==> src/inc/led_sink_params.svh <==
`ifndef LED_SINK_PARAMS_SVH
`define LED_SINK_PARAMS_SVH
// channel geometry
`define CH_NUM 16
`define LEVEL_W 12
`define CORR_W 6
`define GRAY_LOAD_BITS 192
`define CORR_LOAD_BITS 96
// nonvolatile dot correction value before first programming
`define CORR_NV_DEFAULT 6'h3F
// last count of the grayscale counter
`define GRAY_CNT_LAST 12'hFFF
// register port
`define ADDR_W 8
`define DATA_W 32
`define REG_IRQ_STATUS 8'h00
`define REG_IRQ_MASK 8'h04
`define REG_LED_ERR 8'h08
`define REG_STATE 8'h0C
// interrupt bits
`define IRQ_W 4
`define IRQ_OPEN_LED 0
`define IRQ_OVERTEMP 1
`define IRQ_NV_WRITE 2
`define IRQ_LATCH 3
`define IRQ_MASK_RST 4'h0
// synchronised scalar pins
`define PIN_W 9
`endif

==> src/inc/led_sink_pkg.sv <==
`include "led_sink_params.svh"
package led_sink_pkg;
  typedef enum logic {LOAD_GRAYSCALE = 1'b0, LOAD_DOT_CORR = 1'b1} load_mode_t;
  typedef logic [`ADDR_W-1:0] reg_addr_t;
  typedef logic [`DATA_W-1:0] reg_data_t;
endpackage

==> src/rtl/pin_sync.sv <==
`timescale 1ns/10ps
`default_nettype none
module pin_sync #(
  parameter int unsigned WIDTH = 1
) (
  input wire logic ref_clk_i,
  input wire logic nrst_i,
  input wire logic [WIDTH-1:0] pin_i,
  output logic [WIDTH-1:0] level_o,
  output logic [WIDTH-1:0] rise_o,
  output logic [WIDTH-1:0] fall_o
);
  logic [WIDTH-1:0] meta_ff;
  logic [WIDTH-1:0] sync_ff;
  logic [WIDTH-1:0] prev_ff;

  // two stages against metastability, a third only for edge finding
  always_ff @(posedge ref_clk_i)
  begin
    if (!nrst_i)
    begin
      meta_ff <= '0;
      sync_ff <= '0;
      prev_ff <= '0;
    end
    else
    begin
      meta_ff <= pin_i;
      sync_ff <= meta_ff;
      prev_ff <= sync_ff;
    end
  end

  // edges are taken from the settled stages only
  assign level_o = sync_ff;
  assign rise_o = sync_ff & ~prev_ff;
  assign fall_o = ~sync_ff & prev_ff;
endmodule // pin_sync
`default_nettype wire

==> src/rtl/led_sink_driver_control.sv <==
// The strobed register port and the address map are this design's own decisions.
`timescale 1ns/10ps
`default_nettype none
`include "led_sink_params.svh"
// Contract
// - blanking high forces every channel output off
// - blanking high holds the grayscale counter at zero
// - blanking low lets grayscale PWM switch each channel
// - source select low uses nonvolatile store, high uses volatile register
// - nonvolatile store holds 3Fh per channel until programmed
// - mode input low loads grayscale, high loads dot correction
// - programming level with source select high copies register to store
// - grayscale counter advances only on the grayscale reference clock
// - latch strobe high copies shift register into register chosen by mode
// - latch strobe low keeps both registers unchanged
// - error output pulled low on open LED or overtemperature
// - serial data shifts in on serial pin and appears on serial out
// - one bit per shift clock rising edge, most significant first
// - load length 96 bits dot correction, 192 bits grayscale
// - open LED bits captured into status when latch strobe falls
module led_sink_driver_control (
  input wire logic ref_clk_i,
  input wire logic nrst_i,
  input wire logic blank_i,
  input wire logic dot_correction_source_select_i,
  input wire logic mode_program_input_i,
  input wire logic prog_level_i,
  input wire logic shift_clk_i,
  input wire logic serial_in_pin_i,
  input wire logic shift_latch_strobe_i,
  input wire logic grayscale_clk_i,
  input wire logic [`CH_NUM-1:0] open_led_detect_i,
  input wire logic overtemp_flag_i,
  input wire led_sink_pkg::reg_addr_t reg_addr_i,
  input wire led_sink_pkg::reg_data_t reg_wdata_i,
  input wire logic reg_wr_i,
  input wire logic reg_rd_i,
  output led_sink_pkg::reg_data_t reg_rdata_o,
  output logic [`CH_NUM-1:0] channel_sink_output_o,
  output logic [`CH_NUM*`CORR_W-1:0] dot_correction_o,
  output logic serial_out_pin_o,
  output logic error_open_drain_out_o,
  output logic error_open_drain_out_oe_o,
  output logic irq_o
);
  import led_sink_pkg::*;

  // synchronised pin views
  logic [`PIN_W-1:0] pin_lvl;
  logic [`PIN_W-1:0] pin_rise;
  logic [`PIN_W-1:0] pin_fall;
  logic [`CH_NUM-1:0] open_led_lvl;
  logic blank;
  logic src_sel;
  logic mode_lvl;
  logic prog_lvl;
  logic shift_rise;
  logic sin_lvl;
  logic latch_lvl;
  logic latch_fall;
  logic gray_rise;
  logic overtemp_lvl;
  logic overtemp_rise;
  load_mode_t load_mode;

  // storage
  logic [`GRAY_LOAD_BITS-1:0] shift_ff;
  logic [`GRAY_LOAD_BITS-1:0] grayscale_level_ff;
  logic [`CORR_LOAD_BITS-1:0] dot_correction_reg_ff;
  logic [`CORR_LOAD_BITS-1:0] dot_correction_nv_ff;
  logic [`CORR_LOAD_BITS-1:0] dot_correction_ff;
  logic serial_out_ff;
  logic [`CH_NUM-1:0] led_err_ff;
  logic overtemp_info_ff;

  // pwm
  logic [`LEVEL_W-1:0] gray_cnt_ff;
  logic gray_done_ff;
  logic [`CH_NUM-1:0] nxt_chan_on;
  logic [`CH_NUM-1:0] chan_on_ff;

  // error and interrupt
  logic open_led_err;
  logic err_ff;
  logic open_led_prev_ff;
  logic nv_wr_req;
  logic nv_wr_prev_ff;
  logic [`IRQ_W-1:0] irq_event;
  logic [`IRQ_W-1:0] irq_status_ff;
  logic [`IRQ_W-1:0] nxt_irq_status;
  logic [`IRQ_W-1:0] irq_mask_ff;
  reg_data_t rdata_ff;
  reg_data_t nxt_rdata;

  // every pin from the host is foreign to ref_clk_i
  pin_sync #(
    .WIDTH(`PIN_W)
  ) u_pin_sync (
    .ref_clk_i(ref_clk_i),
    .nrst_i(nrst_i),
    .pin_i({blank_i, dot_correction_source_select_i, mode_program_input_i, prog_level_i,
            shift_clk_i, serial_in_pin_i, shift_latch_strobe_i, grayscale_clk_i,
            overtemp_flag_i}),
    .level_o(pin_lvl),
    .rise_o(pin_rise),
    .fall_o(pin_fall)
  );

  // detector levels come from the analog side, also asynchronous
  pin_sync #(
    .WIDTH(`CH_NUM)
  ) u_open_led_sync (
    .ref_clk_i(ref_clk_i),
    .nrst_i(nrst_i),
    .pin_i(open_led_detect_i),
    .level_o(open_led_lvl),
    .rise_o(),
    .fall_o()
  );

  // unpack the scalar pins
  assign blank = pin_lvl[8];
  assign src_sel = pin_lvl[7];
  assign mode_lvl = pin_lvl[6];
  assign prog_lvl = pin_lvl[5];
  assign shift_rise = pin_rise[4];
  assign sin_lvl = pin_lvl[3];
  assign latch_lvl = pin_lvl[2];
  assign latch_fall = pin_fall[2];
  assign gray_rise = pin_rise[1];
  assign overtemp_lvl = pin_lvl[0];
  assign overtemp_rise = pin_rise[0];
  // programming level counts as dot correction mode
  assign load_mode = (mode_lvl || prog_lvl) ? LOAD_DOT_CORR : LOAD_GRAYSCALE;

  // serial input shift register; data and clock share the same sync delay,
  // so the sampled bit is the one that stood at the shift clock edge
  always_ff @(posedge ref_clk_i)
  begin
    if (!nrst_i)
    begin
      shift_ff <= '0;
    end
    else if (shift_rise)
    begin
      shift_ff <= {shift_ff[`GRAY_LOAD_BITS-2:0], sin_lvl};
    end
    else if (latch_fall && (load_mode == LOAD_GRAYSCALE))
    begin
      // status for readback enters the top of the chain
      shift_ff[`GRAY_LOAD_BITS-1 -: `CH_NUM] <= open_led_lvl;
      shift_ff[`GRAY_LOAD_BITS-`CH_NUM-1] <= overtemp_lvl;
    end
  end

  // serial out taps the end of the active load length, so cascades line up
  always_ff @(posedge ref_clk_i)
  begin
    if (!nrst_i)
    begin
      serial_out_ff <= 1'b0;
    end
    else if (load_mode == LOAD_DOT_CORR)
    begin
      serial_out_ff <= shift_ff[`CORR_LOAD_BITS-1];
    end
    else
    begin
      serial_out_ff <= shift_ff[`GRAY_LOAD_BITS-1];
    end
  end

  // grayscale latch is transparent while the strobe is high; latching mid-cycle
  // changes the pwm at once, the host should latch at cycle end
  always_ff @(posedge ref_clk_i)
  begin
    if (!nrst_i)
    begin
      grayscale_level_ff <= '0;
    end
    else if (latch_lvl && (load_mode == LOAD_GRAYSCALE))
    begin
      grayscale_level_ff <= shift_ff;
    end
  end

  // dot correction latch uses the low 96 bits, the last ones shifted
  always_ff @(posedge ref_clk_i)
  begin
    if (!nrst_i)
    begin
      dot_correction_reg_ff <= '0;
    end
    else if (latch_lvl && (load_mode == LOAD_DOT_CORR))
    begin
      dot_correction_reg_ff <= shift_ff[`CORR_LOAD_BITS-1:0];
    end
  end

  // nonvolatile store; here a reset restores the unprogrammed value
  assign nv_wr_req = prog_lvl && src_sel;
  always_ff @(posedge ref_clk_i)
  begin
    if (!nrst_i)
    begin
      dot_correction_nv_ff <= {`CH_NUM{`CORR_NV_DEFAULT}};
    end
    else if (nv_wr_req)
    begin
      dot_correction_nv_ff <= dot_correction_reg_ff;
    end
  end

  // active dot correction source
  always_ff @(posedge ref_clk_i)
  begin
    if (!nrst_i)
    begin
      dot_correction_ff <= '0;
    end
    else if (src_sel)
    begin
      dot_correction_ff <= dot_correction_reg_ff;
    end
    else
    begin
      dot_correction_ff <= dot_correction_nv_ff;
    end
  end

  // grayscale counter stops after its last count until blanking restarts it
  always_ff @(posedge ref_clk_i)
  begin
    if (!nrst_i || blank)
    begin
      gray_cnt_ff <= '0;
      gray_done_ff <= 1'b0;
    end
    else if (gray_rise && !gray_done_ff)
    begin
      if (gray_cnt_ff == `GRAY_CNT_LAST)
      begin
        gray_done_ff <= 1'b1;
      end
      else
      begin
        gray_cnt_ff <= gray_cnt_ff + 1'b1;
      end
    end
  end

  // per channel compare against the stored level
  genvar ch;
  generate
    for (ch = 0; ch < `CH_NUM; ch++)
    begin : g_chan
      assign nxt_chan_on[ch] = !blank && !gray_done_ff
        && (gray_cnt_ff < grayscale_level_ff[ch*`LEVEL_W +: `LEVEL_W]);
    end
  endgenerate

  // outputs registered for glitch free sink switching
  always_ff @(posedge ref_clk_i)
  begin
    if (!nrst_i)
    begin
      chan_on_ff <= '0;
    end
    else
    begin
      chan_on_ff <= nxt_chan_on;
    end
  end

  // open LED only counts on a driven channel and is masked by blanking
  assign open_led_err = !blank && |(open_led_lvl & chan_on_ff);
  always_ff @(posedge ref_clk_i)
  begin
    if (!nrst_i)
    begin
      err_ff <= 1'b0;
      open_led_prev_ff <= 1'b0;
    end
    else
    begin
      err_ff <= open_led_err || overtemp_lvl;
      open_led_prev_ff <= open_led_err;
    end
  end

  // status information captured on the falling latch strobe
  always_ff @(posedge ref_clk_i)
  begin
    if (!nrst_i)
    begin
      led_err_ff <= '0;
      overtemp_info_ff <= 1'b0;
    end
    else if (latch_fall)
    begin
      led_err_ff <= open_led_lvl;
      overtemp_info_ff <= overtemp_lvl;
    end
  end

  // edge of the store write request
  always_ff @(posedge ref_clk_i)
  begin
    if (!nrst_i)
    begin
      nv_wr_prev_ff <= 1'b0;
    end
    else
    begin
      nv_wr_prev_ff <= nv_wr_req;
    end
  end

  // events; a read clear never swallows an event of the same cycle
  always_comb
  begin
    irq_event = '0;
    irq_event[`IRQ_OPEN_LED] = open_led_err && !open_led_prev_ff;
    irq_event[`IRQ_OVERTEMP] = overtemp_rise;
    irq_event[`IRQ_NV_WRITE] = nv_wr_req && !nv_wr_prev_ff;
    irq_event[`IRQ_LATCH] = latch_fall;
    nxt_irq_status = irq_status_ff;
    if (reg_rd_i && (reg_addr_i == `REG_IRQ_STATUS))
    begin
      nxt_irq_status = '0;
    end
    nxt_irq_status = nxt_irq_status | irq_event;
  end

  always_ff @(posedge ref_clk_i)
  begin
    if (!nrst_i)
    begin
      irq_status_ff <= '0;
    end
    else
    begin
      irq_status_ff <= nxt_irq_status;
    end
  end

  // mask is the only writable register
  always_ff @(posedge ref_clk_i)
  begin
    if (!nrst_i)
    begin
      irq_mask_ff <= `IRQ_MASK_RST;
    end
    else if (reg_wr_i && (reg_addr_i == `REG_IRQ_MASK))
    begin
      irq_mask_ff <= reg_wdata_i[`IRQ_W-1:0];
    end
  end

  // read mux; unmapped addresses read zero, data stands one cycle only
  always_comb
  begin
    nxt_rdata = '0;
    if (reg_rd_i)
    begin
      case (reg_addr_i)
        `REG_IRQ_STATUS: nxt_rdata = {{(`DATA_W-`IRQ_W){1'b0}}, irq_status_ff};
        `REG_IRQ_MASK: nxt_rdata = {{(`DATA_W-`IRQ_W){1'b0}}, irq_mask_ff};
        `REG_LED_ERR: nxt_rdata = {{(`DATA_W-`CH_NUM-1){1'b0}}, overtemp_info_ff, led_err_ff};
        `REG_STATE: nxt_rdata = {{(`DATA_W-`LEVEL_W-5){1'b0}}, gray_done_ff, blank,
                                 load_mode, src_sel, prog_lvl, gray_cnt_ff};
        default: nxt_rdata = '0;
      endcase
    end
  end

  always_ff @(posedge ref_clk_i)
  begin
    if (!nrst_i)
    begin
      rdata_ff <= '0;
    end
    else
    begin
      rdata_ff <= nxt_rdata;
    end
  end

  // drive the pins
  assign reg_rdata_o = rdata_ff;
  assign channel_sink_output_o = chan_on_ff;
  assign dot_correction_o = dot_correction_ff;
  assign serial_out_pin_o = serial_out_ff;
  // open drain: only ever pulls low
  assign error_open_drain_out_o = 1'b0;
  assign error_open_drain_out_oe_o = err_ff;
  assign irq_o = |(irq_status_ff & irq_mask_ff);
endmodule // led_sink_driver_control
`default_nettype wire

==> config.mk <==
export PLATFORM = sky130hd
export DESIGN_NAME = led_sink_driver_control
export DESIGN_NICKNAME = d
export VERILOG_FILES = /design/src/inc/led_sink_pkg.sv /design/src/rtl/pin_sync.sv /design/src/rtl/led_sink_driver_control.sv
export VERILOG_INCLUDE_DIRS = /design/src /design/src/inc
export SDC_FILE = /design/constraint.sdc
export NUM_CORES = 2
export LEC_CHECK = 0
export ABC_AREA = 1
export CAP_MARGIN = 40
export CORE_MARGIN = 10
export CORE_UTILIZATION = 59
export CTS_BUF_LIST = sky130_fd_sc_hd__clkbuf_2 sky130_fd_sc_hd__clkbuf_4 sky130_fd_sc_hd__clkbuf_8
export DETAILED_ROUTE_END_ITERATION = 10
export DONT_BUFFER_PORTS = 1
export PLACE_DENSITY = 0.78
export RECOVER_POWER = 100
export SLEW_MARGIN = 0
export SYNTH_ARGS = -nofsm -noshare
export SYNTH_HDL_FRONTEND = slang
export SYNTH_SLANG_ARGS = --single-unit
export TNS_END_PERCENT = 30
==> constraint.sdc <==
create_clock -name ref_clk_i -period 1.6 [get_ports ref_clk_i]
set_input_delay 0.16 -clock ref_clk_i [delete_from_list [all_inputs] [get_ports ref_clk_i]]
set_output_delay 0.16 -clock ref_clk_i [all_outputs]
set_load 0.02 [all_outputs]
# Yosys cells after proc, flatten, opt, wreduce, memory -nomap -nowiden
# Cells that the tools add are included.
[totals]
reg_bits = 817
latchBits = 0
ramBits = 0
mem_bits_ro = 0
input_bits = 69
out_inout_bits = 148
n_memories = 0
[classes]
n_addsub = 1
n_mul = 0
div = 0
order_cmp = 16
eq_ne = 4
shift = 0
mux = 7
bitwise_logic = 9
n_reduce_logical = 42
[ops]
columns = ["cell", "count"]
rows = [
  ["$lt A12 B12 Y1", 16],
  ["$mux W96", 1],
  ["$pmux W17 S4", 1],
  ["$mux W17", 2],
  ["$logic_and A1 B1 Y1", 27],
  ["$and A16 B16 Y16", 1],
  ["$eq A8 B4 Y1 const B", 2],
  ["$reduce_or A16 Y1", 1],
  ["$add A12 B1 Y12 const B", 1],
  ["$eq A12 B12 Y1 const B", 1],
  ["$eq A8 B3 Y1 const B", 1],
  ["$logic_not A8 Y1", 1],
  ["$reduce_and A2 Y1", 3],
  ["$and A5 B5 Y5", 1],
  ["$logic_not A1 Y1", 5],
  ["$not A5 Y5", 1],
  ["$and A4 B4 Y4", 1],
  ["$mux W4", 1],
  ["$or A4 B4 Y4", 1],
  ["$reduce_or A4 Y1", 1],
  ["$and A3 B3 Y3", 1],
  ["$logic_or A1 B1 Y1", 3],
  ["$not A3 Y3", 1],
  ["$mux W1", 2],
  ["other kinds (2)", 3],
]

# Logic depth before layout (Yosys ltp)
[depth]
word_depth = 6
mapped_depth = 9
depth_no_buf = 9

# Modules after synthesis
# A second synthesis with hierarchy kept.
[hier_totals]
cells_unflattened = 4129
hier_area_um2 = 32428.6
[by_module_without_submodules]
columns = ["mod", "instances", "cells_each", "area_per_inst_um2", "seq_area_each_um2"]
rows = [
  ["led_sink_driver_control", 1, 3796, 29911.2, 14954.3],
  ["pin_sync at u_open_led_sync", 1, 213, 1601.5, 960.9],
  ["pin_sync at u_pin_sync", 1, 120, 915.9, 540.5],
]

# Worst setup path after synthesis
# Ideal clock, no wire load.
[synth_path]
kind = "reg2reg"
start = "register gray_cnt_ff[1]"
end = "register gray_cnt_ff[11]"
setup_ps = 117
arrival_ps = 1654
required_time_ps = 1483
setup_slack_ps = -171
path_stages_with_launch = 8
synth_period_minus_slack_ps = 1771
cell_sequence = "dfxtp_1 -> ha_1 -> nand2_1 -> nor2_1 -> nand3_1 -> buf_2 -> a21oi_1 -> nor2_1"
[synth_between]
elab_chain_len = 3
[synth_lines]
columns = ["element", "line_no", "text"]
rows = [
  ["from (decl)", "led_sink_driver_control.sv:77", "logic [`LEVEL_W-1:0] gray_cnt_ff;"],
  ["from (signal assigned)", "led_sink_driver_control.sv:247", "gray_cnt_ff <= gray_cnt_ff + 1'b1;"],
  ["parallel branches: the longest is 3 deep, another holds $add A12 B1 Y12", "--", ""],
]
# Several ways; the timed one is not identified.
# A chain may end at the register's enable or synchronous reset.

==> out/results.tsv <==
metric	value	unit
Worst Setup SP	nrst_i	
Max Root-Sink Buffers	3	
CTS sink cnt	801	
reg-to-reg startpoint	u_pin_sync.level_o[7]	
compound-cell area share of the yosys netlist	0.178	
synth top area cells	dfxtp_1 51%, o21ai_0 10%, nor2_1 7.9%, a21oi_1 7.2%, ha_1 7.0%	
status	finished, violations left	
reg2reg end	dot_correction_o[2]	
#FFs+latches synth	801	
count of final hold-check violations	100	
1st-iter DRT viols	2512	
via count	27100	
WP buf/inv	3	
Syn Inst Count	3975	
GP Congestion	0.876	
XOR/XNOR share of the synthesized area	0	
hpwl dp	49000	um
total negative slack	-46.99	ns
slowest stage delay, CP	0.77	ns
hold_sp	nrst_i	
post-synthesis simple-gate area fraction	0.162	
full die area	0.0630	mm2
Synth Cell Area	0.0315	mm2
multiplexer share of the synthesized area	0	
DRT antenna net count	0	
first-pass GRT wire length	131000	um
RSZ-0062 raised after global routing	yes	
commonest non-fill, non-tap cells in the layout	792 x dfxtp_1, 657 x nor2_1, 630 x o21ai_0, 450 x a21oi_1, 388 x nand2_1	
CTS tree	built	
vias in the first global route	24800	
core area	0.0527	mm2
pwr/cell area	1170	mW/mm2
max-slew violation count	220	
width of the die	251	um
post-synth cell types	25	
Port Buffers	0	
largest net degree at the start of global routing	702	
Hold Crit Class	in2reg	
Clk Latency, worst-skew pair	0.77	ns
FF-to-FF path depth	4	
Syn Area/Cell	7.92	um2
Worst Clk Skew	0.0363	ns
post-synth top area share	0.510	
Seq/Total Area, Yosys	0.510	
Placement Setup Slack	-0.00447	ns
Cells after DPL	4520	
H-Tree Depth	3	
largest family of logic cells by synthesized area	compound AO/OA/AOI/OAI gates	
I/O pin count	217	
Area Overhead vs Synth	15.6	%
TritonCTS Buffers	121	
WHS Endpoint	dot_correction_nv_ff[93]	
DRT Pass-1 Iters	8	
Starting Density	0.598	
Setup crit end kind	flip-flop	
Finish-stage setup viols	82	
antenna violations before repair	2	
gr usage total	0.250	
R2R Setup Slk	-0.09	ns
WHS	-0.358	ns
Pleak	0.0161	uW
worst hold path depth	1	
post-route setup slack	-0.921	ns
routed wire length	84200	um
adder-cell share of the synthesized area	0.0704	
Remaining DRCs	0	
Final min period	2.52	ns
crit path kind	in2reg	
routed len/inst	17.3	um
most common cell after layout, fill and taps aside	dfxtp_1	
WP data arrival	3.20	ns
proportion of layout cells with a drive suffix above 1	0.0862	
Layout Nets	4336	
Max FO, Critical Path	701	
Die Height	251	um
fmax	397	MHz
total grt overflow	0	
period utilisation layout	1.58	
Tightest Pin Transition	1.83	ns
vias per inst	5.56	
Max IR drop VDD	0.781	mV
family with the most delay on the worst path	buffers and inverters	
worst-path cell chain	inv_2 -> dlygate4sd3_1 -> nor2_4 -> clkbuf_4 -> a21oi_1	
cell taking the most area after synthesis	dfxtp_1	
Req. time, crit path	2.28	ns
Syn. warnings	0	
Worst-path clk slew	0.06	ns
max cap viols	0	
worst relative slew slack	-0.217	
Site Rows	84	
clock root buffer	clkbuf_8	
Crit-path slowest cell	dlygate4sd3_1	
crit path launch type	input port	
failing checks	hold timing, slew limit, setup timing	
Non-Filler Instances	4877	
-- synth_stat cells, drive strengths merged --
cell    instances
a21boi          3
clkbuf        139
nand4          22
nand3b          1
conb            1
nor2          669
buf           121
o21a            3
nand2         394
inv           360
nor3           63
o21ai         634
dfxtp         801
ha            177
nand3         117
a21oi         450
and3            1
a31oi          19
-- cell type report --
class,count,area (um2)
diodes,1,2.50
clock buffers,190,2390
clock inverters,31,310
fillers,4062,16300
inverters,360,1360
multi-input cells,2570,13000
flip-flops and latches,801,16000
well taps,688,861
repair buffers,236,2390
-- metrics by stage --
stage               total power, uW   util  hold slack [ns]  instance area [um2]
floorplan                     23900      -            0.258                31500
global placement              24400  0.615            0.261                32400
detailed placement            24500  0.615            0.263                32400
CTS                           42800  0.690           -0.452                36300
global route                  44300  0.691           -0.405                36400
finish                        42700  0.691           -0.358                36400
-- logic make-up (layout without fill, tap and decap cells) --
kind of cell,count (synthesis),after routing
AOI/OAI and AO/OA,1109,1109
adders and majority gates,177,177
buffers and inverters,620,817
DFF,801,801
other,1,17
and+or+nand+nor,1267,1268
-- routing by layer --
metal  routed length (um)  share of wire  global-route usage  up-vias
met5                    0              0                   0        -
met4                 2090          0.025              0.0818        0
met3                 7030          0.083              0.0507      154
met2                39400           0.47               0.405     1018
met1                35800           0.42               0.328    12700
li1                     -              -                   -    13300
-- what timing repair did --
item / in CTS / in global routing
pin swaps: 1 / 4
hold buffers: 123 / 2
cloned: 0 / 5
endpoints found under the setup margin: 9 / 141
buffers inserted: 0 / 5
gates resized for setup: 6 / 28
endpoints found under the hold margin: 726 / 626
-- where the power goes --
| part | switching [uW] | internal (uW) | total (uW) |
|---|---|---|---|
| sequential | 871 | 20800 | 21700 |
| clock | 8090 | 10200 | 18300 |
| combinational | 1660 | 1060 | 2720 |
-- worst max path at each step --
| stage | end | cells past startpoint |
|---|---|---|
| 2_1_floorplan | gray_cnt_ff[11] | 6 |
| 3_3_place_gp | gray_cnt_ff[8] | 8 |
| 3_5_place_dp | gray_cnt_ff[11] | 7 |
| 4_1_cts | irq_o | 2 |
| 5_1_grt | reg_rdata_o[2] | 9 |
| 6_report | dot_correction_nv_ff[75] | 5 |
-- flip-flops by register name (all words and copies together), names as in the netlist, 4 cells and up --
| register | count |
|---|---|
| grayscale_level_ff | 192 |
| led_err_ff | 16 |
| u_pin_sync.meta_ff | 9 |
| gray_cnt_ff | 12 |
| dot_correction_nv_ff | 96 |
| u_open_led_sync.level_o | 16 |
| irq_mask_ff | 4 |
| dot_correction_reg_ff | 96 |
| u_pin_sync.level_o | 9 |
| reg_rdata_o | 17 |
| irq_status_ff | 4 |
| u_open_led_sync.meta_ff | 16 |
| dot_correction_o | 96 |
| u_pin_sync.prev_ff | 4 |
| channel_sink_output_o | 16 |
| shift_ff | 192 |
Power figures use the tool's default switching activity.
